<file path="config.mk">
export PLATFORM = sky130hd
export DESIGN_NAME = fssc_controller
export DESIGN_NICKNAME = d
export VERILOG_FILES = /design/src/core/fssc_pkg.sv /design/src/core/fssc_controller.sv
export VERILOG_INCLUDE_DIRS = /design/src /design/src/core
export SDC_FILE = /design/constraint.sdc
export NUM_CORES = 1
export LEC_CHECK = 0
export ABC_CLOCK_PERIOD_IN_PS = 2380
export BUFFER_PORTS_ARGS = -buffer_cell sky130_fd_sc_hd__buf_2
export CORE_ASPECT_RATIO = 1.1
export CORE_MARGIN = 2
export CORE_UTILIZATION = 50
export DETAILED_ROUTE_END_ITERATION = 6
export GPL_TIMING_DRIVEN = 0
export PLACE_DENSITY = 0.77
export SYNTH_ARGS = -nofsm -noshare
export SYNTH_HDL_FRONTEND = slang
export SYNTH_SLANG_ARGS = --single-unit
export TNS_END_PERCENT = 10
</file>
<file path="constraint.sdc">
create_clock -name clock -period 2.38 [get_ports clock]
set_input_delay 0.476 -clock clock [delete_from_list [all_inputs] [get_ports clock]]
set_output_delay 0.476 -clock clock [all_outputs]
set_load 0.01 [all_outputs]
</file>
<file path="src/core/fssc_regs.svh">
// register offsets, field positions, reset values and timing in microseconds and MHz of the state controller
`ifndef FSSC_REGS_SVH
`define FSSC_REGS_SVH

// ---------------------------------------------------------------
// register byte offsets
// ---------------------------------------------------------------
`define FSSC_ADDR_STATUS      12'h000
`define FSSC_ADDR_CMD         12'h004
`define FSSC_ADDR_CHECK_CTRL  12'h008
`define FSSC_ADDR_LIMIT_CFG   12'h00C
`define FSSC_ADDR_ROOT_CAUSE  12'h010
`define FSSC_ADDR_IRQ_STAT    12'h014
`define FSSC_ADDR_IRQ_MASK    12'h018
`define FSSC_ADDR_FAULT_CNT   12'h01C

// ---------------------------------------------------------------
// command codes and keys
// ---------------------------------------------------------------
`define FSSC_CMD_INH_SET      8'h01
`define FSSC_CMD_INH_CLR      8'h02
`define FSSC_CMD_WAKE_CLR     8'h03
`define FSSC_KEY_SET          8'hAA
`define FSSC_KEY_CLR          8'h55

// ---------------------------------------------------------------
// field positions
// ---------------------------------------------------------------
`define FSSC_BIT_DIAG_LEAVE   0
`define FSSC_BIT_DIAG_MASK    1
`define FSSC_BIT_INHIBIT      3
`define FSSC_RC_CLOCK         0
`define FSSC_RC_OVERVOLT      1
`define FSSC_RC_COUNT_SHDN    2
`define FSSC_RC_INIT_TO       3
`define FSSC_IRQ_OFF          0
`define FSSC_IRQ_SAFE         1
`define FSSC_IRQ_INHIBIT      2

// ---------------------------------------------------------------
// reset values and timing
// ---------------------------------------------------------------
`define FSSC_LIMIT_RST        4'h7
`define FSSC_INIT_TO_US       1000
`define FSSC_RST_EXT_US       2000
`define FSSC_CLK_MHZ          40

`endif

</file>
<file path="src/core/fssc_pkg.sv">
// types shared by the fail-safe state controller
package fssc_pkg;

	// ---------------------------------------------------------------
	// controller states
	// ---------------------------------------------------------------
	typedef enum logic [2:0] {
		ST_OFF   = 3'h0,
		ST_INIT  = 3'h1,
		ST_RESET = 3'h2,
		ST_DIAG  = 3'h3,
		ST_ACT   = 3'h4,
		ST_SAFE  = 3'h5
	} fssc_state_t;

	// ---------------------------------------------------------------
	// apb request carrier
	// ---------------------------------------------------------------
	typedef struct packed {
		logic        psel;
		logic        penable;
		logic        pwrite;
		logic [11:0] paddr;
		logic [31:0] pwdata;
	} fssc_apb_req_t;

	// ---------------------------------------------------------------
	// retained root causes
	// ---------------------------------------------------------------
	typedef struct packed {
		logic initTimeout;
		logic countShutdown;
		logic overvolt;
		logic clockFault;
	} fssc_cause_t;

endpackage

</file>
<file path="src/core/fssc_controller.sv">
// fail-safe state controller with apb registers, retained latch and interrupt
// Summary of operation
// - inhibit clears on power-on reset only after loss of all three supplies
// - inhibit sets on set command with 0xAA or preregulator overvoltage
// - after reset release, inhibit clears only on clear command with 0x55
// - inhibit and wake arm decide whether OFF restarts automatically while wake stays high
// - inhibit readable both from retained latch and device status register
// - clock fault or overvoltage in INIT holds reset until timeout; only timeout kept
// - clock fault or overvoltage after reset release goes OFF and retains causes
// - timeout shutdown root causes may keep earlier OFF causes as well
// - four operating states and two nonoperating states
// - fault-count shutdown and start-up timeout are OFF causes with own flags
// - RESET left for DIAG or SAFE only once conditions cleared and extension finished; a shutdown cause goes OFF at once
// - diagnostic leave is bit 0 of safety check control
// - diagnostic leave mask is bit 1 and qualifies diagnostic exit
// - shutdown count limit comes from the shutdown limit config register
// - RESET to SAFE does not increment the fault counter
// - RESET conditions win over global SAFE conditions
// - SAFE condition in RESET waits for RESET conditions to clear
// - inhibited restart after OFF entered from RESET, DIAG, ACT or SAFE with wake high needs wake low then high again
`include "fssc_regs.svh"

module fssc_controller
	import fssc_pkg::*;
#(
	parameter int INIT_TO_CYC = `FSSC_INIT_TO_US * `FSSC_CLK_MHZ,
	parameter int RST_EXT_CYC = `FSSC_RST_EXT_US * `FSSC_CLK_MHZ
)(
	input  wire logic        clock,
	input  wire logic        rst,
	input  wire logic        supplyLost,
	input  wire logic        wake,
	input  wire logic        clockOk,
	input  wire logic        systemClockFault,
	input  wire logic        supplyOvervoltage,
	input  wire logic        preregOvervoltage,
	input  wire logic        resetCondition,
	input  wire logic        safeCondition,
	input  wire logic        systemResetIn,
	input  wire logic        faultEvent,
	input  wire fssc_apb_req_t apbReq,
	output logic [31:0]      prdata,
	output logic             pready,
	output logic             pslverr,
	output fssc_state_t      state,
	output logic             coreResetN,
	output logic             systemResetOutN,
	output logic             restartInhibit,
	output logic             irq
);

	// ---------------------------------------------------------------
	// storage
	// ---------------------------------------------------------------
	fssc_state_t state_r;
	logic        inhibit_r;
	logic        inhibitStat_r;
	logic        wakeArm_r;
	logic        wakePrev_r;
	logic        coreRstN_r;
	logic        diagLeave_r;
	logic        diagMask_r;
	logic [3:0]  limit_r;
	logic [3:0]  faultCnt_r;
	fssc_cause_t cause_r;
	logic [2:0]  irqStat_r;
	logic [2:0]  irqMask_r;
	logic [31:0] timer_r;
	logic        safePend_r;
	logic        strapDone_r;

	// ---------------------------------------------------------------
	// bus decode
	// ---------------------------------------------------------------
	logic        wrEn;
	logic        rdEn;
	logic        inhSet;
	logic        inhClr;
	logic        wakeClr;
	logic        goOff;
	logic        offEvt;
	logic        safeEvt;
	logic        inhEvt;
	logic        wakeRise;
	logic        clockBad;

	function automatic logic isAddr(input logic [11:0] a, input logic [11:0] b);
		return a == b;
	endfunction

	// access phase completes in one cycle, no wait states
	assign wrEn    = apbReq.psel && apbReq.penable && apbReq.pwrite;
	assign rdEn    = apbReq.psel && !apbReq.pwrite;
	assign inhSet  = wrEn && isAddr(apbReq.paddr, `FSSC_ADDR_CMD)
		&& apbReq.pwdata[15:8] == `FSSC_CMD_INH_SET && apbReq.pwdata[7:0] == `FSSC_KEY_SET;
	assign inhClr  = wrEn && isAddr(apbReq.paddr, `FSSC_ADDR_CMD)
		&& apbReq.pwdata[15:8] == `FSSC_CMD_INH_CLR && apbReq.pwdata[7:0] == `FSSC_KEY_CLR;
	assign wakeClr = wrEn && isAddr(apbReq.paddr, `FSSC_ADDR_CMD)
		&& apbReq.pwdata[15:8] == `FSSC_CMD_WAKE_CLR;
	assign clockBad = systemClockFault || !clockOk;
	assign wakeRise = wake && !wakePrev_r;
	assign inhEvt   = inhSet || preregOvervoltage;

	// ---------------------------------------------------------------
	// restart inhibit latch
	// ---------------------------------------------------------------
	// strap flag: low through reset, high from the first edge after release
	always_ff @(posedge clock or posedge rst) begin
		if (rst)
			strapDone_r <= 1'b0;
		else
			strapDone_r <= 1'b1;
	end

	// retained latch has no reset so it survives a core reset; battery loss clears it
	always_ff @(posedge clock) begin
		if (!strapDone_r) begin
			if (supplyLost)
				inhibit_r <= 1'b0;
		end else if (inhEvt) begin
			inhibit_r <= 1'b1;
		end else if (inhClr) begin
			inhibit_r <= 1'b0;
		end
	end

	// status copy follows the retained latch
	always_ff @(posedge clock or posedge rst) begin
		if (rst)
			inhibitStat_r <= 1'b0;
		else
			inhibitStat_r <= inhibit_r;
	end

	// ---------------------------------------------------------------
	// wake edge tracking
	// ---------------------------------------------------------------
	// arm cleared when OFF entered from RESET, DIAG, ACT or SAFE inhibited with wake high
	always_ff @(posedge clock or posedge rst) begin
		if (rst) begin
			wakePrev_r <= 1'b0;
			wakeArm_r  <= 1'b1;
		end else begin
			wakePrev_r <= wake;
			if (goOff && inhibit_r && wake)
				wakeArm_r <= 1'b0;
			else if (!wake)
				wakeArm_r <= 1'b1;
		end
	end

	// ---------------------------------------------------------------
	// state machine
	// ---------------------------------------------------------------
	assign goOff = (state_r != ST_OFF && state_r != ST_INIT)
		&& (clockBad || supplyOvervoltage || faultCnt_r >= limit_r || wakeClr);

	// six states, OFF under reset
	always_ff @(posedge clock or posedge rst) begin
		if (rst) begin
			state_r    <= ST_OFF;
			coreRstN_r <= 1'b0;
			timer_r    <= '0;
			safePend_r <= 1'b0;
		end else begin
			case (state_r)
				ST_OFF: begin
					coreRstN_r <= 1'b0;
					timer_r    <= '0;
					// restart with wake high when not inhibited or when wake arm is still set
					if (wake && (!inhibit_r || (wakeArm_r && wakeRise) || wakeArm_r))
						state_r <= ST_INIT;
				end
				ST_INIT: begin
					timer_r <= timer_r + 32'h1;
					if (clockBad || supplyOvervoltage) begin
						coreRstN_r <= 1'b0;
						if (timer_r >= INIT_TO_CYC - 1)
							state_r <= ST_OFF;
					end else begin
						coreRstN_r <= 1'b1;
						timer_r    <= '0;
						state_r    <= ST_RESET;
					end
				end
				ST_RESET: begin
					if (safeCondition)
						safePend_r <= 1'b1;
					if (goOff) begin
						state_r <= ST_OFF;
					end else if (resetCondition || !systemResetIn) begin
						timer_r <= '0;
					end else if (timer_r < RST_EXT_CYC - 1) begin
						timer_r <= timer_r + 32'h1;
					end else begin
						timer_r    <= '0;
						safePend_r <= 1'b0;
						state_r    <= (safePend_r || safeCondition) ? ST_SAFE : ST_DIAG;
					end
				end
				ST_DIAG: begin
					if (goOff)
						state_r <= ST_OFF;
					else if (resetCondition)
						state_r <= ST_RESET;
					else if (safeCondition)
						state_r <= ST_SAFE;
					else if (diagLeave_r && !diagMask_r)
						state_r <= ST_ACT;
				end
				ST_ACT: begin
					if (goOff)
						state_r <= ST_OFF;
					else if (resetCondition)
						state_r <= ST_RESET;
					else if (safeCondition)
						state_r <= ST_SAFE;
				end
				ST_SAFE: begin
					if (goOff)
						state_r <= ST_OFF;
					else if (resetCondition)
						state_r <= ST_RESET;
				end
				default: state_r <= ST_OFF;
			endcase
		end
	end

	// ---------------------------------------------------------------
	// fault counter
	// ---------------------------------------------------------------
	// counts faultEvent pulses outside RESET, saturates at 15, cleared in OFF
	always_ff @(posedge clock or posedge rst) begin
		if (rst)
			faultCnt_r <= '0;
		else if (state_r == ST_OFF)
			faultCnt_r <= '0;
		else if (faultEvent && state_r != ST_RESET && faultCnt_r != 4'hF)
			faultCnt_r <= faultCnt_r + 4'h1;
	end

	// ---------------------------------------------------------------
	// retained root causes
	// ---------------------------------------------------------------
	// causes accumulate across shutdowns until cleared by write-one
	always_ff @(posedge clock or posedge rst) begin
		if (rst) begin
			cause_r <= '0;
		end else begin
			if (state_r == ST_INIT && clockBad || supplyOvervoltage && state_r == ST_INIT) begin
				if (timer_r >= INIT_TO_CYC - 1)
					cause_r.initTimeout <= 1'b1;
			end else if (goOff) begin
				cause_r.clockFault    <= cause_r.clockFault | clockBad;
				cause_r.overvolt      <= cause_r.overvolt | supplyOvervoltage;
				cause_r.countShutdown <= cause_r.countShutdown
					| (faultCnt_r >= limit_r);
			end else if (wrEn && isAddr(apbReq.paddr, `FSSC_ADDR_ROOT_CAUSE)) begin
				cause_r <= cause_r & ~apbReq.pwdata[3:0];
			end
		end
	end

	// ---------------------------------------------------------------
	// control registers
	// ---------------------------------------------------------------
	always_ff @(posedge clock or posedge rst) begin
		if (rst) begin
			diagLeave_r <= 1'b0;
			diagMask_r  <= 1'b0;
			limit_r     <= `FSSC_LIMIT_RST;
			irqMask_r   <= '0;
		end else if (wrEn) begin
			if (isAddr(apbReq.paddr, `FSSC_ADDR_CHECK_CTRL)) begin
				diagLeave_r <= apbReq.pwdata[`FSSC_BIT_DIAG_LEAVE];
				diagMask_r  <= apbReq.pwdata[`FSSC_BIT_DIAG_MASK];
			end
			if (isAddr(apbReq.paddr, `FSSC_ADDR_LIMIT_CFG))
				limit_r <= apbReq.pwdata[3:0];
			if (isAddr(apbReq.paddr, `FSSC_ADDR_IRQ_MASK))
				irqMask_r <= apbReq.pwdata[2:0];
		end
	end

	// ---------------------------------------------------------------
	// interrupt status
	// ---------------------------------------------------------------
	assign offEvt  = goOff;
	assign safeEvt = state_r != ST_SAFE && state_r != ST_OFF && safeCondition;

	// set wins over write-one clear
	always_ff @(posedge clock or posedge rst) begin
		if (rst)
			irqStat_r <= '0;
		else
			irqStat_r <= (irqStat_r & ~((wrEn && isAddr(apbReq.paddr, `FSSC_ADDR_IRQ_STAT))
				? apbReq.pwdata[2:0] : 3'h0))
				| {inhEvt && !inhibit_r, safeEvt, offEvt};
	end

	// ---------------------------------------------------------------
	// apb read path and registered outputs
	// ---------------------------------------------------------------
	always_ff @(posedge clock or posedge rst) begin
		if (rst) begin
			prdata  <= '0;
			pready  <= 1'b0;
			pslverr <= 1'b0;
		end else begin
			pready  <= apbReq.psel && !apbReq.penable;
			pslverr <= 1'b0;
			prdata  <= '0;
			if (rdEn && !apbReq.penable) begin
				case (apbReq.paddr)
					`FSSC_ADDR_STATUS:
						prdata <= {28'h0, inhibitStat_r, state_r};
					`FSSC_ADDR_CHECK_CTRL: prdata <= {30'h0, diagMask_r, diagLeave_r};
					`FSSC_ADDR_LIMIT_CFG:  prdata <= {28'h0, limit_r};
					`FSSC_ADDR_ROOT_CAUSE: prdata <= {28'h0, cause_r};
					`FSSC_ADDR_IRQ_STAT:   prdata <= {29'h0, irqStat_r};
					`FSSC_ADDR_IRQ_MASK:   prdata <= {29'h0, irqMask_r};
					`FSSC_ADDR_FAULT_CNT:  prdata <= {28'h0, faultCnt_r};
					`FSSC_ADDR_CMD:        prdata <= '0;
					default:               pslverr <= 1'b1;
				endcase
			end else if (apbReq.psel && !apbReq.penable) begin
				pslverr <= !(isAddr(apbReq.paddr, `FSSC_ADDR_CMD)
					|| isAddr(apbReq.paddr, `FSSC_ADDR_CHECK_CTRL)
					|| isAddr(apbReq.paddr, `FSSC_ADDR_LIMIT_CFG)
					|| isAddr(apbReq.paddr, `FSSC_ADDR_ROOT_CAUSE)
					|| isAddr(apbReq.paddr, `FSSC_ADDR_IRQ_STAT)
					|| isAddr(apbReq.paddr, `FSSC_ADDR_IRQ_MASK));
			end
		end
	end

	// mirrors of internal state for the pins
	always_ff @(posedge clock or posedge rst) begin
		if (rst) begin
			state           <= ST_OFF;
			coreResetN      <= 1'b0;
			systemResetOutN <= 1'b0;
			restartInhibit  <= 1'b0;
			irq             <= 1'b0;
		end else begin
			state           <= state_r;
			coreResetN      <= coreRstN_r;
			systemResetOutN <= state_r == ST_DIAG || state_r == ST_ACT || state_r == ST_SAFE;
			restartInhibit  <= inhibit_r;
			irq             <= |(irqStat_r & irqMask_r);
		end
	end
endmodule

</file>
After elaboration in Yosys (flattened, before gate mapping)
Index checks and enable logic that the tools add are counted.
{"block": "op_classes", "n_mux": 47, "n_eq_ne": 33, "reduce_logical": 72, "addsub": 2, "magnitude_cmp": 3, "bitwise": 10}
{"operator": "$mux 32", "n": 4}
{"operator": "$pmux 32 s3", "n": 1}
{"operator": "$mux 3", "n": 18}
{"operator": "$eq 12x5->1 const B", "n": 4}
{"operator": "$add 32x1->32 const B", "n": 1}
{"operator": "$ge 32x16->1 const B", "n": 1}
{"operator": "$lt 32x17->1 const B", "n": 1}
{"operator": "$logic_and 1x1->1", "n": 28}
{"operator": "$pmux 4 s7", "n": 1}
{"operator": "$eq 12x4->1 const B", "n": 2}
{"operator": "$pmux 3 s6", "n": 1}
{"operator": "$logic_or 1x1->1", "n": 17}
{"operator": "$mux 1", "n": 17}
{"operator": "$eq 8x2->1 const B", "n": 2}
{"operator": "$mux 4", "n": 4}
{"operator": "$eq 12x3->1 const B", "n": 1}
{"operator": "$logic_not 12->1", "n": 1}
{"operator": "$ne 3x3->1 const B", "n": 4}
{"operator": "$reduce_and 2->1", "n": 6}
{"operator": "$reduce_bool 2->1", "n": 5}
{"operator": "$eq 8x1->1 const B", "n": 1}
{"operator": "$eq 8x7->1 const B", "n": 1}
{"operator": "$eq 8x8->1 const B", "n": 1}
{"operator": "$logic_not 1->1", "n": 8}
{"operator": "25 further kinds", "n": 37}
{"block": "word_totals", "output_inout_bits": 41, "input_bits": 59, "reg_bits": 102, "wordCells": 193}

Logic depth before layout (Yosys ltp)
Gate-level depths: netlist (run 1).
{"block": "depth", "word_depth": 9, "mapped_depth": 10, "mapped_depth_nobuf": 8}

Least setup slack after synthesis (run 1)
OpenSTA, ideal clock, no wires.
{"block": "synth_timing", "path_kind": "input -> register", "startpoint": "input apbReq[33] (netlist name)", "endpoint": "register state_r[0]", "stages": 6, "slack_ps": 24, "t_arrival_ps": 2235, "setup_ps": 121, "required_ps": 2259, "path_buffers": 0, "cell_sequence": "nor3_1 > nand4_4 > or4_4 > nand2_1 > mux2_2 > a22o_1"}
{"block": "synth_via", "elab_chain_cells": 7, "elab_cells_between_ends": 16, "cone_classes": "6 x eq/ne; 5 x mux; 5 x reduce/logical"}
{"element": "start: declaration", "line": "fssc_controller.sv:41", "rtl": "input wire fssc_apb_req_t apbReq,"}
{"element": "$eq 12x3->1 (*)", "line": "fssc_controller.sv:88", "rtl": "return a == b;"}
{"element": "$logic_and 1x1->1 (*)", "line": "fssc_controller.sv:98", "rtl": "assign wakeClr = wrEn && isAddr(apbReq.paddr, `FSSC_ADDR_CMD)"}
{"element": "$logic_and 1x1->1 (no line) (*)"}
{"element": "$logic_or 1x1->1 (*)", "line": "fssc_controller.sv:156", "rtl": "&& (clockBad || supplyOvervoltage || faultCnt_r >= limit_r || wakeClr);"}
{"element": "$logic_and 1x1->1 (*)", "line": "fssc_controller.sv:156"}
{"element": "$ne 5x5->1 (no line), or another cell as far along"}
{"element": "$reduce_and 7->1 (no line) or $pmux 3 s6 (tied branches)"}
{"element": "end signal: assignment", "line": "fssc_controller.sv:198", "rtl": "state_r <= (safePend_r || safeCondition) ? ST_SAFE : ST_DIAG;"}
{"element": "end: declaration", "line": "fssc_controller.sv:55", "rtl": "fssc_state_t state_r;"}
Mark *: on every way between the ends. The rest lies on a longest branch, timed or not.
A chain may end at the register's enable or synchronous reset.

Worst setup path after layout (run 1)
{"block": "layout_timing", "startpoint": "register timer_r[28]", "endpoint": "register timer_r[10]"}
{"block": "layout_via", "elab_chain_cells": 5}
{"element": "start: declaration", "line": "fssc_controller.sv:68", "rtl": "logic [31:0] timer_r;"}
{"element": "start signal: assignment", "line": "fssc_controller.sv:175", "rtl": "timer_r <= timer_r + 32'h1;"}
{"element": "start signal: assignment", "line": "fssc_controller.sv:194", "rtl": "timer_r <= timer_r + 32'h1;"}
{"element": "$lt 32x17->1", "line": "fssc_controller.sv:193", "rtl": "end else if (timer_r < RST_EXT_CYC - 1) begin"}
{"element": "$mux 32", "line": "fssc_controller.sv:193"}
{"element": "$mux 32", "line": "fssc_controller.sv:191", "rtl": "end else if (resetCondition || !systemResetIn) begin"}
{"element": "$mux 32", "line": "fssc_controller.sv:189", "rtl": "if (goOff) begin"}
{"element": "$pmux 32 s3", "line": "fssc_controller.sv:166", "rtl": "case (state_r)"}
No other way between the ends. The select of a mux whose other input is x is not followed.

==> metrics list, run 1 <==
- Among all flip-flop cells after synthesis, the most frequent one is sky130_fd_sc_hd__dfrtp_1.
- Max Cap Violations: 0
- After clock tree synthesis, the clock-pin slew on the worst setup and hold paths is ~70 ps.
* Setup total negative slack: 0 ps
- In the routed layout, each cell is associated on average with a via count of just under 6.
* Required time of the critical path: between 2000 and 3000 ps
- Measured along the y axis, the die boundary spans 104 um.
- Each instance of the synthesized netlist takes up on average around 9.2 um2.
- STA classifies the critical path endpoint as a register.
- The total overflow left after global routing is 0.
- For this configuration, the core starts out at a cell density of between 50% and 60%.
- Post-route ant nets: 0
* Placement Rows: 36
- Of all nets on the critical path, the largest fanout is 10.
* Period minus WS final: around 2300 ps
- From left edge to right edge, the die measures roughly 95 um.
* Clock H-tree levels: 3
* Run status: completed
* Smallest hold slack: ~290 ps
- STA puts the critical path data arrival time at around 2600 ps.
- Static leakage: 2.55 nW
* Cell Pwr Density: 656 mW/mm2
- Detailed routing inserted a total of roughly 4200 vias.
- Area growth from synthesis to final layout: 20.3%
- Number of top-level pins: 100
- Category of the critical setup timing path: reg -> reg
- After synthesis the netlist holds a flip-flop and latch count of 73.
- In this run the cell area of the synthesized design comes to roughly 0.0045 mm2.
* Cell type with the highest aggregate area in the netlist: sky130_fd_sc_hd__dfrtp_1
- Number of global-route vias before repair: slightly below 4000
- The initial antenna violation count is 0.
* Max Clock Freq: 428 MHz
- Path category of the worst min-delay check: in -> reg
- After detailed routing, the number of remaining DRC violations is 0.
* Post-layout instance count excluding filler cells: approximately 710
* Share of the yosys chip area belonging to registers: 40.4%
- By area the synthesized netlist is led by sky130_fd_sc_hd__dfrtp_1 37%, sky130_fd_sc_hd__buf_4 4.8%, sky130_fd_sc_hd__nand2_1 4.4%.
* Cell count after synthesis: 495
- The core region is 0.00883 mm2.
- Counting tap cells, the placed design contains a total of just under 700 instances.
- Multi-input combinational cell area: roughly 0.0025 mm2
- Number of CTS-inserted buffers: 9
- The Yosys step of the flow raised 0 warnings.
- Detail Placement HPWL: 8410 um
- Summed over all layers, the routed wires come to ~12000 um.
- Counting along the longest clock path gives a buffer depth of 2.
- For this block, the initial DRC count from the detailed router was ~240.
- Proportion of synthesized flip-flops having asynchronous set or reset: 98.6%
- In the final layout, flip-flops and latches occupy approximately 0.0018 mm2.
* All-layer global routing usage: 24.6%
- VDD sags by at most 0.479 mV.
- The first TritonRoute pass finished after 5 iterations.
- Counting flops with a built-in enable in the synthesized netlist gives 1.
- Dividing the final minimum period by the clock period gives a little over nine tenths.
- In the final routed layout, each cell accounts on average for 16.9 um.
* Filler Cell Count: approximately 800
* Number of different library cells in the post-synthesis netlist: 70
- TritonCTS built the clock tree.
* Die outline area: around 0.0099 mm2
* Input/output buffers: 55
- Clock Root Buffer: sky130_fd_sc_hd__clkbuf_8
- For the pin with the worst max-slew slack, the measured transition is 894 ps.
- The synthesized design devotes to its leading area cell type 37.5% of total area.
* Hold Fails Final Rpt: 0
- Relative slew slack: approximately 40%
- Max-slew violation count: 0
- Final weighted congestion of routability-driven global placement: approximately 0.97
- Between clock sinks in the finished design, the worst skew comes to between 10 and 15 ps.
- At the later pin of the worst-skew pair, clock insertion delay measures approximately 360 ps.
- Clock Sink Count: 73
- With fillers left out, the area of the finished cells amounts to 0.00547 mm2.
- Setup repair after global routing could not meet its margin everywhere.
- Setup violations, final: 0
- The first global-routing pass estimated roughly 19000 um of wire.
- Entering global routing, the biggest net connects 73 pins.
- Total cell area at the placement stage: 0.00506 mm2
- Nets: between 600 and 700
- In the final layout, the share of cells above drive strength 1 is between 20 and 30%.
- The number of antenna diodes in the final layout is 0.
- Critical Path Start Type: register
[where the power goes]
group | total [mW] | internal (mW) | switching [mW]
Clock | 1.17 | 0.698 | 0.476
Sequential | 1.42 | 1.34 | 0.0849
Combinational | 0.990 | 0.405 | 0.585
Total | 3.58 | 2.44 | 1.15
[path summary, 6_finish.rpt]
check	start	end	slack, ps	cells after the start
worst max register to register	timer_r[28]$_DFFE_PP0P_	timer_r[10]$_DFFE_PP0P_	40	7
worst min-delay path	wake	wakeArm_r$_DFFE_PP1P_	290	2
worst max-delay path	timer_r[28]$_DFFE_PP0P_	timer_r[10]$_DFFE_PP0P_	40	7
worst min register to register	state_r[2]$_DFFE_PP0P_	state[2]$_DFF_PP0_	370	0
min in group asynchronous	rst	timer_r[27]$_DFFE_PP0P_	310	2
max in group asynchronous	rst	timer_r[25]$_DFFE_PP0P_	1430	2
[critical path, cell delays in order, from the launching register on]
cell	delay (ps)
sky130_fd_sc_hd__dfrtp_1	470
sky130_fd_sc_hd__nor4_2	340
sky130_fd_sc_hd__nand4_1	230
sky130_fd_sc_hd__a2111o_1	480
sky130_fd_sc_hd__nand2_4	180
sky130_fd_sc_hd__buf_2	300
sky130_fd_sc_hd__nand3_1	110
sky130_fd_sc_hd__o311ai_0	110
[flip-flops by register name, summed over array words and instances, names as in the netlist, 3 cells and up]
signal / flops
irqMask_r: 3
irqStat_r: 3
state_r: 3
cause_r: 4
faultCnt_r: 4
state: 3
limit_r: 4
timer_r: 32
prdata: 4
[cell type report]
cell class | count | share of cell area [%]
Buffer | 48 | 6.00
Clock buffer | 11 | 2.40
Clock inverter | 5 | 1.90
Inverter | 16 | 1.14
Multi-Input combinational cell | 383 | 46.4
Sequential cell | 73 | 33.6
Tap cell | 114 | 2.61
Timing Repair Buffer | 61 | 5.86
[through the flow]
step / power, mW / setup slack [ps] / util (%)
6_report: 3.58 / 44.8 / 61.9
5_1_grt: 3.76 / -32.3 / 61.9
4_1_cts: 3.55 / 4.41 / 61.0
3_5_place_dp: 2.37 / -314 / 57.4
3_3_place_gp: 2.34 / -803 / 57.3
2_1_floorplan: 2.09 / 24.3 / -
[routing by layer]
| layer | global-route usage [%] | part of all wire (%) | vias up |
|---|---|---|---|
| met5 | 0 | 0 | - |
| met4 | 10.9 | 2.5 | 0 |
| met3 | 3.26 | 6.8 | 25 |
| met2 | 41.0 | 51 | 181 |
| met1 | 31.6 | 39 | 2037 |
| li1 | - | - | 1973 |
[kinds of logic (layout without fill, tap and decap cells)]
family                   Yosys count  in the layout  share of synthesized area [%]
AO/OA/AOI/OAI                    133            133                           21.3
flip-flops                        73             73                           40.4
other                              2             29                          0.165
adder cells (fa/ha/maj)            6              6                           1.65
buffers and inverters             66            141                           8.65
XOR/XNOR                           4              4                          0.771
multiplexers                      17             17                           3.99
AND/OR/NAND/NOR                  194            194                           23.1
[synthesized netlist by cell type, drive strengths merged, types with 3 or more instances]
library cell,number
nand4,9
buf,39
ha,6
o21ai,25
nor4,11
o31ai,12
nor2b,4
o2bb2ai,3
nand3,21
a32oi,3
a21boi,6
nor2,39
or2,5
nand2,55
a2bb2oi,7
inv,16
mux2,9
nor3,12
or3,3
nand2b,5
o211a,3
o211ai,6
a21oi,15
dfstp,4
xor2,3
nor4bb,3
dfrtp,68
nor4b,5
a31oi,6
mux2i,8
a21o,8
o21a,3
o41ai,3
o22ai,3
clkbuf,11
a22o,10
or4,5
and3,9
a22oi,5
[cells in the final DEF (no fill, tap or decap), drive strengths merged, types with 15 or more instances in the layout]
master    n
nand2    55
dfrtp    68
clkbuf   20
nor2     39
buf     100
conb     29
nand3    21
a21oi    15
inv      16
o21ai    25
[what timing repair did]
action | CTS | global route
hold buffers | 0 | 0
endpoints found under the setup margin | 38 | 36
pin swaps | 4 | 7
resized for setup | 10 | 20
buffers inserted | 3 | 3
No activity file was read; power rests on OpenSTA's default activity.
==> inputs of run 2 (changes only) <==
CELL_PAD_IN_SITES_DETAIL_PLACEMENT = 1   (was not set)
CELL_PAD_IN_SITES_GLOBAL_PLACEMENT = 2   (was not set)
CORE_UTILIZATION = 30   (was 50)
PLACE_DENSITY = 0.83   (was 0.77)
==> metrics list, run 2 (synthesis results as in run 1) <==
* Hold Fails Final Rpt: 0
* Clock Sink Count: 73
* Violations in the final reports: negative setup slack
- Top sig layer: met4
- Timing would allow up to 413 MHz.
- Port buffering added 55 buffers.
- In this run the static leakage power is ~2.7 nW.
* Max Fanout on Critical Path: 10
- In the final layout, the share of cells above drive strength 1 is 33.0%.
* Total Routed Length: between 10000 and 15000 um
* Placement Rows: 47
- Largest delay share family, worst path: simple AND/OR/NAND/NOR gates
- Clock-pin slew on the worst setup and hold paths: 60 ps
- Data on the critical path is required at its endpoint by 2650 ps.
- Vias: 4284
- Reg with most FFs: timer_r
- Between clock sinks in the finished design, the worst skew comes to approximately 8.5 ps.
- Post-route ant nets: 0
- In this run the number of H-tree levels came out at 3.
- Setup violations remaining at the end of the flow were counted as 13.
* Relative slew slack: 51.1%
- At the pin with the least slew margin, the transition time is 729 ps.
* Die height: roughly 130 um
* Number of CTS-inserted buffers: 9
- The core region is between 0.01 and 0.015 mm2.
- Adding up every negative setup slack in the final design gives -183 ps.
* Setup slack of the critical path after layout: -39.4 ps
- The first global-routing pass estimated around 23000 um of wire.
* Area growth from synthesis to final layout: 31.8%
- Path category of the worst min-delay check: in -> async
- Power comes to approximately 3.9 mW.
* Run status: complete, but fails checks
* Clock insertion delay at the later pin of the skew report: between 300 and 400 ps
- Post-placement cell count: around 770
* Number of global-route vias before repair: 4398
* Smallest hold slack: around 70 ps
- Overflow after GRT: 0
- Worst-case clock buffer depth: 2
- In this design, the stage delay of the slowest critical-path cell is ~550 ps.
- Walking the worst path, the cells encountered are nor4_2, nand4_1, a2111o_1, and2_4, buf_8, nor4_4, o21bai_1.
- Antenna cell count: 0
* CTS tree: yes
* Max Cap Violations: 0
* CP arrival: between 2000 and 3000 ps
- Clock Root Buffer: sky130_fd_sc_hd__clkbuf_16
- Maximum number of pins on one net before global-route repair: 57
* Post-layout instance count excluding filler cells: 812
- Routed met3 length: ~570 um
- Critical Path Start Type: register
* Starting utilization of the core area: 30.4%
- All-layer global routing usage: 18.0%
- After detailed routing, the number of vias per cell comes to around 5.3.
- Final weighted congestion of routability-driven global placement: 0.855
- Die width: around 120 um
- Power spread over the standard cell area amounts to roughly 660 mW/mm2.
- The max-slew violation count is 0.
* Antenna violations before repair: 0
* Number of remaining DRC errors: 0
- Number of hold buffers added after CTS: 0
* Router iterations before antenna repair: 6
* Worst-path cell with the longest stage delay: sky130_fd_sc_hd__a2111o_1
- In this run, the number of DRC markers left after iteration 0 of detailed routing was 358.
* Fraction of the cycle the final worst path needs: 102%
- Commonest cells after routing, fill and taps aside: 62 x sky130_fd_sc_hd__dfrtp_1, 56 x sky130_fd_sc_hd__buf_2, 52 x sky130_fd_sc_hd__nand2_1
- For this design the top-level I/O count stands at 100.
- The worst setup path is captured at a register.
- In the final routed layout, each cell accounts on average for between 15 and 20 um.
- Setup repair after global routing missed its margin: true
- The register with the most flip-flops in the layout has 32 of them.
- Commonest non-fill, non-tap cell in the layout: sky130_fd_sc_hd__dfrtp_1
- After the last flow step, the layout net total stands at 676.
- Die outline area: ~0.016 mm2
- Summed over all nets, wire length on met2 after detailed routing comes to 7340 um.
- By startpoint and endpoint, the worst setup path is classified as reg -> reg.
- Max IR drop VDD: around 0.37 mV
- M1 wire length: between 6000 and 7000 um
- Detail Placement HPWL: 10000 um
- The number of buffers and inverters on the critical path is 1.
- Period minus WS final: around 2400 ps
-- run 2: cell types whose count changed in the layout (fill, tap and decap cells not counted), moves of 4 or more --
cell,previous run,this run
sky130_fd_sc_hd__buf_8,0,4
sky130_fd_sc_hd__dfrtp_1,66,62
sky130_fd_sc_hd__a2bb2oi_1,7,1
sky130_fd_sc_hd__o21ai_1,1,5
sky130_fd_sc_hd__a2bb2oi_2,0,6
sky130_fd_sc_hd__clkbuf_8,9,1
sky130_fd_sc_hd__o21ai_0,24,18
sky130_fd_sc_hd__dfrtp_2,2,6
sky130_fd_sc_hd__buf_4,35,45
sky130_fd_sc_hd__clkbuf_16,0,9
-- run 2: final timing paths --
kind,from,endpoint,slack (ps),cells after the start
min reg2reg,state_r[2]$_DFFE_PP0P_,state[2]$_DFF_PP0_,370,0
max,timer_r[29]$_DFFE_PP0P_,timer_r[20]$_DFFE_PP0P_,-40,7
min,rst,prdata[2]$_DFF_PP0_,70,2
max in group asynchronous,rst,wakeArm_r$_DFFE_PP1P_,1700,3
max reg2reg,timer_r[29]$_DFFE_PP0P_,timer_r[20]$_DFFE_PP0P_,-40,7
min in group clock,wake,wakeArm_r$_DFFE_PP1P_,330,2
-- run 2: area by class of cell --
type / count / area (um2)
repair buffers: 81 / 554
inverters: 16 / 62.6
multi-input cells: 383 / 2660
flip-flops and latches: 73 / 1840
plain buffers: 47 / 349
well taps: 196 / 245
clock inverters: 5 / 31.3
clock buffers: 11 / 243
fillers: 1772 / 8950
-- run 2: through the flow --
step | utilization (%) | setup WS [ps] | instance area [um2]
4_1_cts | 37.8 | -35.1 | 5650
3_5_place_dp | 34.8 | -427 | 5190
6_report | 40.1 | -39.4 | 5990
2_1_floorplan | - | 24.3 | 4640
3_3_place_gp | 34.6 | -1010 | 5160
5_1_grt | 40.1 | -158 | 5990
-- run 2: metal layers --
layer | global-route usage [%] | up-vias
li1 | - | 2014
met1 | 22.0 | 2157
met2 | 31.0 | 94
met3 | 3.06 | 19
met4 | 7.47 | 0
met5 | 0 | -
-- run 2: power by group --
group	total, mW	internal, mW	switching [mW]
clock	1.28	0.731	0.547
combinational	1.25	0.558	0.694
sequential	1.41	1.34	0.0774
-- run 2: timing repair --
action | in CTS | in global routing
cloned | 1 | 0
endpoints found under the setup margin | 39 | 38
buffers inserted | 6 | 18
pin swaps | 10 | 25
resized for setup | 19 | 50
==> inputs of run 3 (changes only) <==
CORE_ASPECT_RATIO = not set   (was 1.1)
TNS_END_PERCENT = 20   (was 10)
==> metrics list, run 3 (synthesis results as in run 1) <==
* Max Clock Freq: roughly 420 MHz
* Critical Path Start Type: register
- The region available for standard cell placement spans between 0.01 and 0.015 mm2.
* Maximum number of pins on one net before global-route repair: 60
- For the worst setup path, the data arrival time is 2620 ps.
* Transition at the pin with the smallest max-transition slack: 804 ps
- Filler Cell Count: around 1700
* Detail Placement HPWL: 9970 um
- From synthesis to final layout, the design area changed by 34.0%.
* Violations in the final reports: negative setup slack
- In this run the tool buffered the top-level ports with 55 buffer cells.
- Counting every sink on the clock net gives 73.
- Overflow after GRT: 0
* Run status: complete, but fails checks
- Wires add up to around 15000 um.
- Post-Route Skew: between 5 and 6 ps
* Pwr Total: 4.44 mW
* Category of the critical setup timing path: reg -> reg
* Worst flop-to-flop path startpoint: limit_r[0]$_DFFE_PP1P_
* Ratio of cells with drive above 1 in the final layout: 32.8%
- Die outline area: 0.0161 mm2
- Setup violations remaining at the end of the flow were counted as 2.
* Wire length per cell: around 19 um
* Setup slack of the critical path after layout: -13.0 ps
* Reg with most FFs: timer_r
- Max Fanout on Critical Path: 5
* Path category of the worst min-delay check: in -> async
* All-layer global routing usage: between 10% and 20%
- Clock-pin slew on the worst setup and hold paths: 60 ps
- Required time of the critical path: around 2600 ps
* Max Cap Violations: 0
- The floorplan has between 40 and 50 rows.
* Cell Pwr Density: around 730 mW/mm2
* Number of top-level pins: 100
- The first global-routing pass estimated 22900 um of wire.
- Hold Fails Final Rpt: 0
* Worst-case clock buffer depth: 2
* Final weighted congestion of routability-driven global placement: roughly 0.84
* Starting utilization of the core area: a little under a third
- Commonest cells after routing, fill and taps aside: 66 x sky130_fd_sc_hd__dfrtp_1, 58 x sky130_fd_sc_hd__buf_2, 51 x sky130_fd_sc_hd__nand2_1
* Clock Root Buffer: sky130_fd_sc_hd__clkbuf_16
- Antenna cell count: 0
- The max-slew violation count was 0.
- Commonest non-fill, non-tap cell in the layout: sky130_fd_sc_hd__dfrtp_1
* Post-route ant nets: 0
- Counting the buffers created by CTS gives 9.
- Relative slew slack: 45.7%
- Measured along the y axis, the die boundary spans 127 um.
- Setup repair after global routing missed its margin: true
* Vias: 4236
- Max IR drop VDD: between 0.4 and 0.5 mV
* Number of flip-flops in the largest register: 32
- The worst path uses 101% of the clock period.
- Number of remaining DRC errors: 0
- Period minus WS final: approximately 2400 ps
- The pre-antenna-repair detailed-routing pass consisted of 4 iterations.
- In the routed layout, each cell is associated on average with a via count of roughly 5.3.
- STA classifies the critical path endpoint as a register.
- TritonCTS built the clock tree.
- The floorplan step set the die width to about 130 um.
- At the later pin of the worst-skew pair, clock insertion delay measures 340 ps.
- Clock H-tree levels: 3
* Static leakage: 2.80 nW
* Nets: 673
- Antenna violations before repair: 0
* Final cell utilization of the core: between 40% and 50%
- After the first detailed-routing iteration, the DRC count stood at approximately 200.
- Startpoint of the most critical setup path: limit_r[0]$_DFFE_PP1P_
* Number of global-route vias before repair: 4393
run 3: cell count changes in the layout (fill, tap and decap cells not counted), moves of 3 or more:
| cell | change |
|---|---|
| sky130_fd_sc_hd__o31ai_1 | -6 |
| sky130_fd_sc_hd__bufinv_16 | +5 |
| sky130_fd_sc_hd__dfrtp_1 | +4 |
| sky130_fd_sc_hd__dfrtp_2 | -4 |
| sky130_fd_sc_hd__o31ai_2 | +4 |
| sky130_fd_sc_hd__buf_8 | -3 |
| sky130_fd_sc_hd__clkbuf_4 | -3 |
| sky130_fd_sc_hd__clkinv_2 | -3 |
| sky130_fd_sc_hd__nor4_4 | -3 |
run 3: routing by layer:
| metal | global-route usage [%] | wire length (um) | part of all wire, % | vias to the layer above |
|---|---|---|---|---|
| li1 | - | - | - | 2005 |
| met3 | 3.64 | 699 | 4.7 | 20 |
| met5 | 0 | 0 | 0 | - |
| met4 | 5.04 | 242 | 1.6 | 0 |
| met1 | 20.9 | 6140 | 41 | 2109 |
| met2 | 32.8 | 7710 | 52 | 102 |
run 3: path summary, 6_finish.rpt:
path	end	slack, ps	cells after the start
max reg2reg	timer_r[18]$_DFFE_PP0P_	-10	10
min in group clock	wakeArm_r$_DFFE_PP1P_	300	2
min	coreResetN$_DFF_PP0_	60	2
max in group asynchronous	wakeArm_r$_DFFE_PP1P_	1730	3
max	timer_r[18]$_DFFE_PP0P_	-10	10
min reg2reg	coreResetN$_DFF_PP0_	430	0
run 3: area by class of cell:
type | count | area (um2) | share of cell area [%]
sequential | 73 | 1840 | 30.2
clock buffer | 11 | 243 | 3.99
clock inverter | 5 | 150 | 2.47
tap | 184 | 230 | 3.78
buffer | 46 | 347 | 5.69
multi-input combinational | 383 | 2680 | 44.0
timing repair buffer | 79 | 537 | 8.82
inverter | 16 | 62.6 | 1.03
run 3: worst max-delay path, cell delays in order, from the launching register on:
cell and delay, ps:
sky130_fd_sc_hd__dfstp_2 570, sky130_fd_sc_hd__ha_4 200, sky130_fd_sc_hd__nand2b_4 130, sky130_fd_sc_hd__a211oi_2 240, sky130_fd_sc_hd__o211a_1 260, sky130_fd_sc_hd__buf_6 140, sky130_fd_sc_hd__a31oi_4 130, sky130_fd_sc_hd__buf_6 180
sky130_fd_sc_hd__buf_16 130, sky130_fd_sc_hd__a21o_1 140, sky130_fd_sc_hd__a21o_1 140
run 3: timing repair:
action | CTS | global route
gates resized for setup | 16 | 48
hold buffers | 0 | 0
cloned | 1 | 1
setup buffers | 9 | 13
endpoints found under the setup margin | 38 | 37
pin swaps | 9 | 25
run 3: power breakdown:
group	internal, mW	total, mW	switching (mW)
combinational	0.531	1.21	0.684
clock	1.27	1.80	0.534
sequential	1.34	1.42	0.0873
total	3.13	4.44	1.31
run 3: per-stage QoR:
stage          worst slack [ps]  hold slack [ps]  instance area, um2  instances  TNS (ps)
2_1_floorplan              24.3              352                4640        522         0
3_3_place_gp               -958              361                5150        761    -74970
3_5_place_dp               -445              365                5180        762    -11260
4_1_cts                   -11.0             63.2                5740        786     -11.0
5_1_grt                    -120             71.6                6090        797     -2620
6_report                  -13.0             55.1                6090        797     -16.3
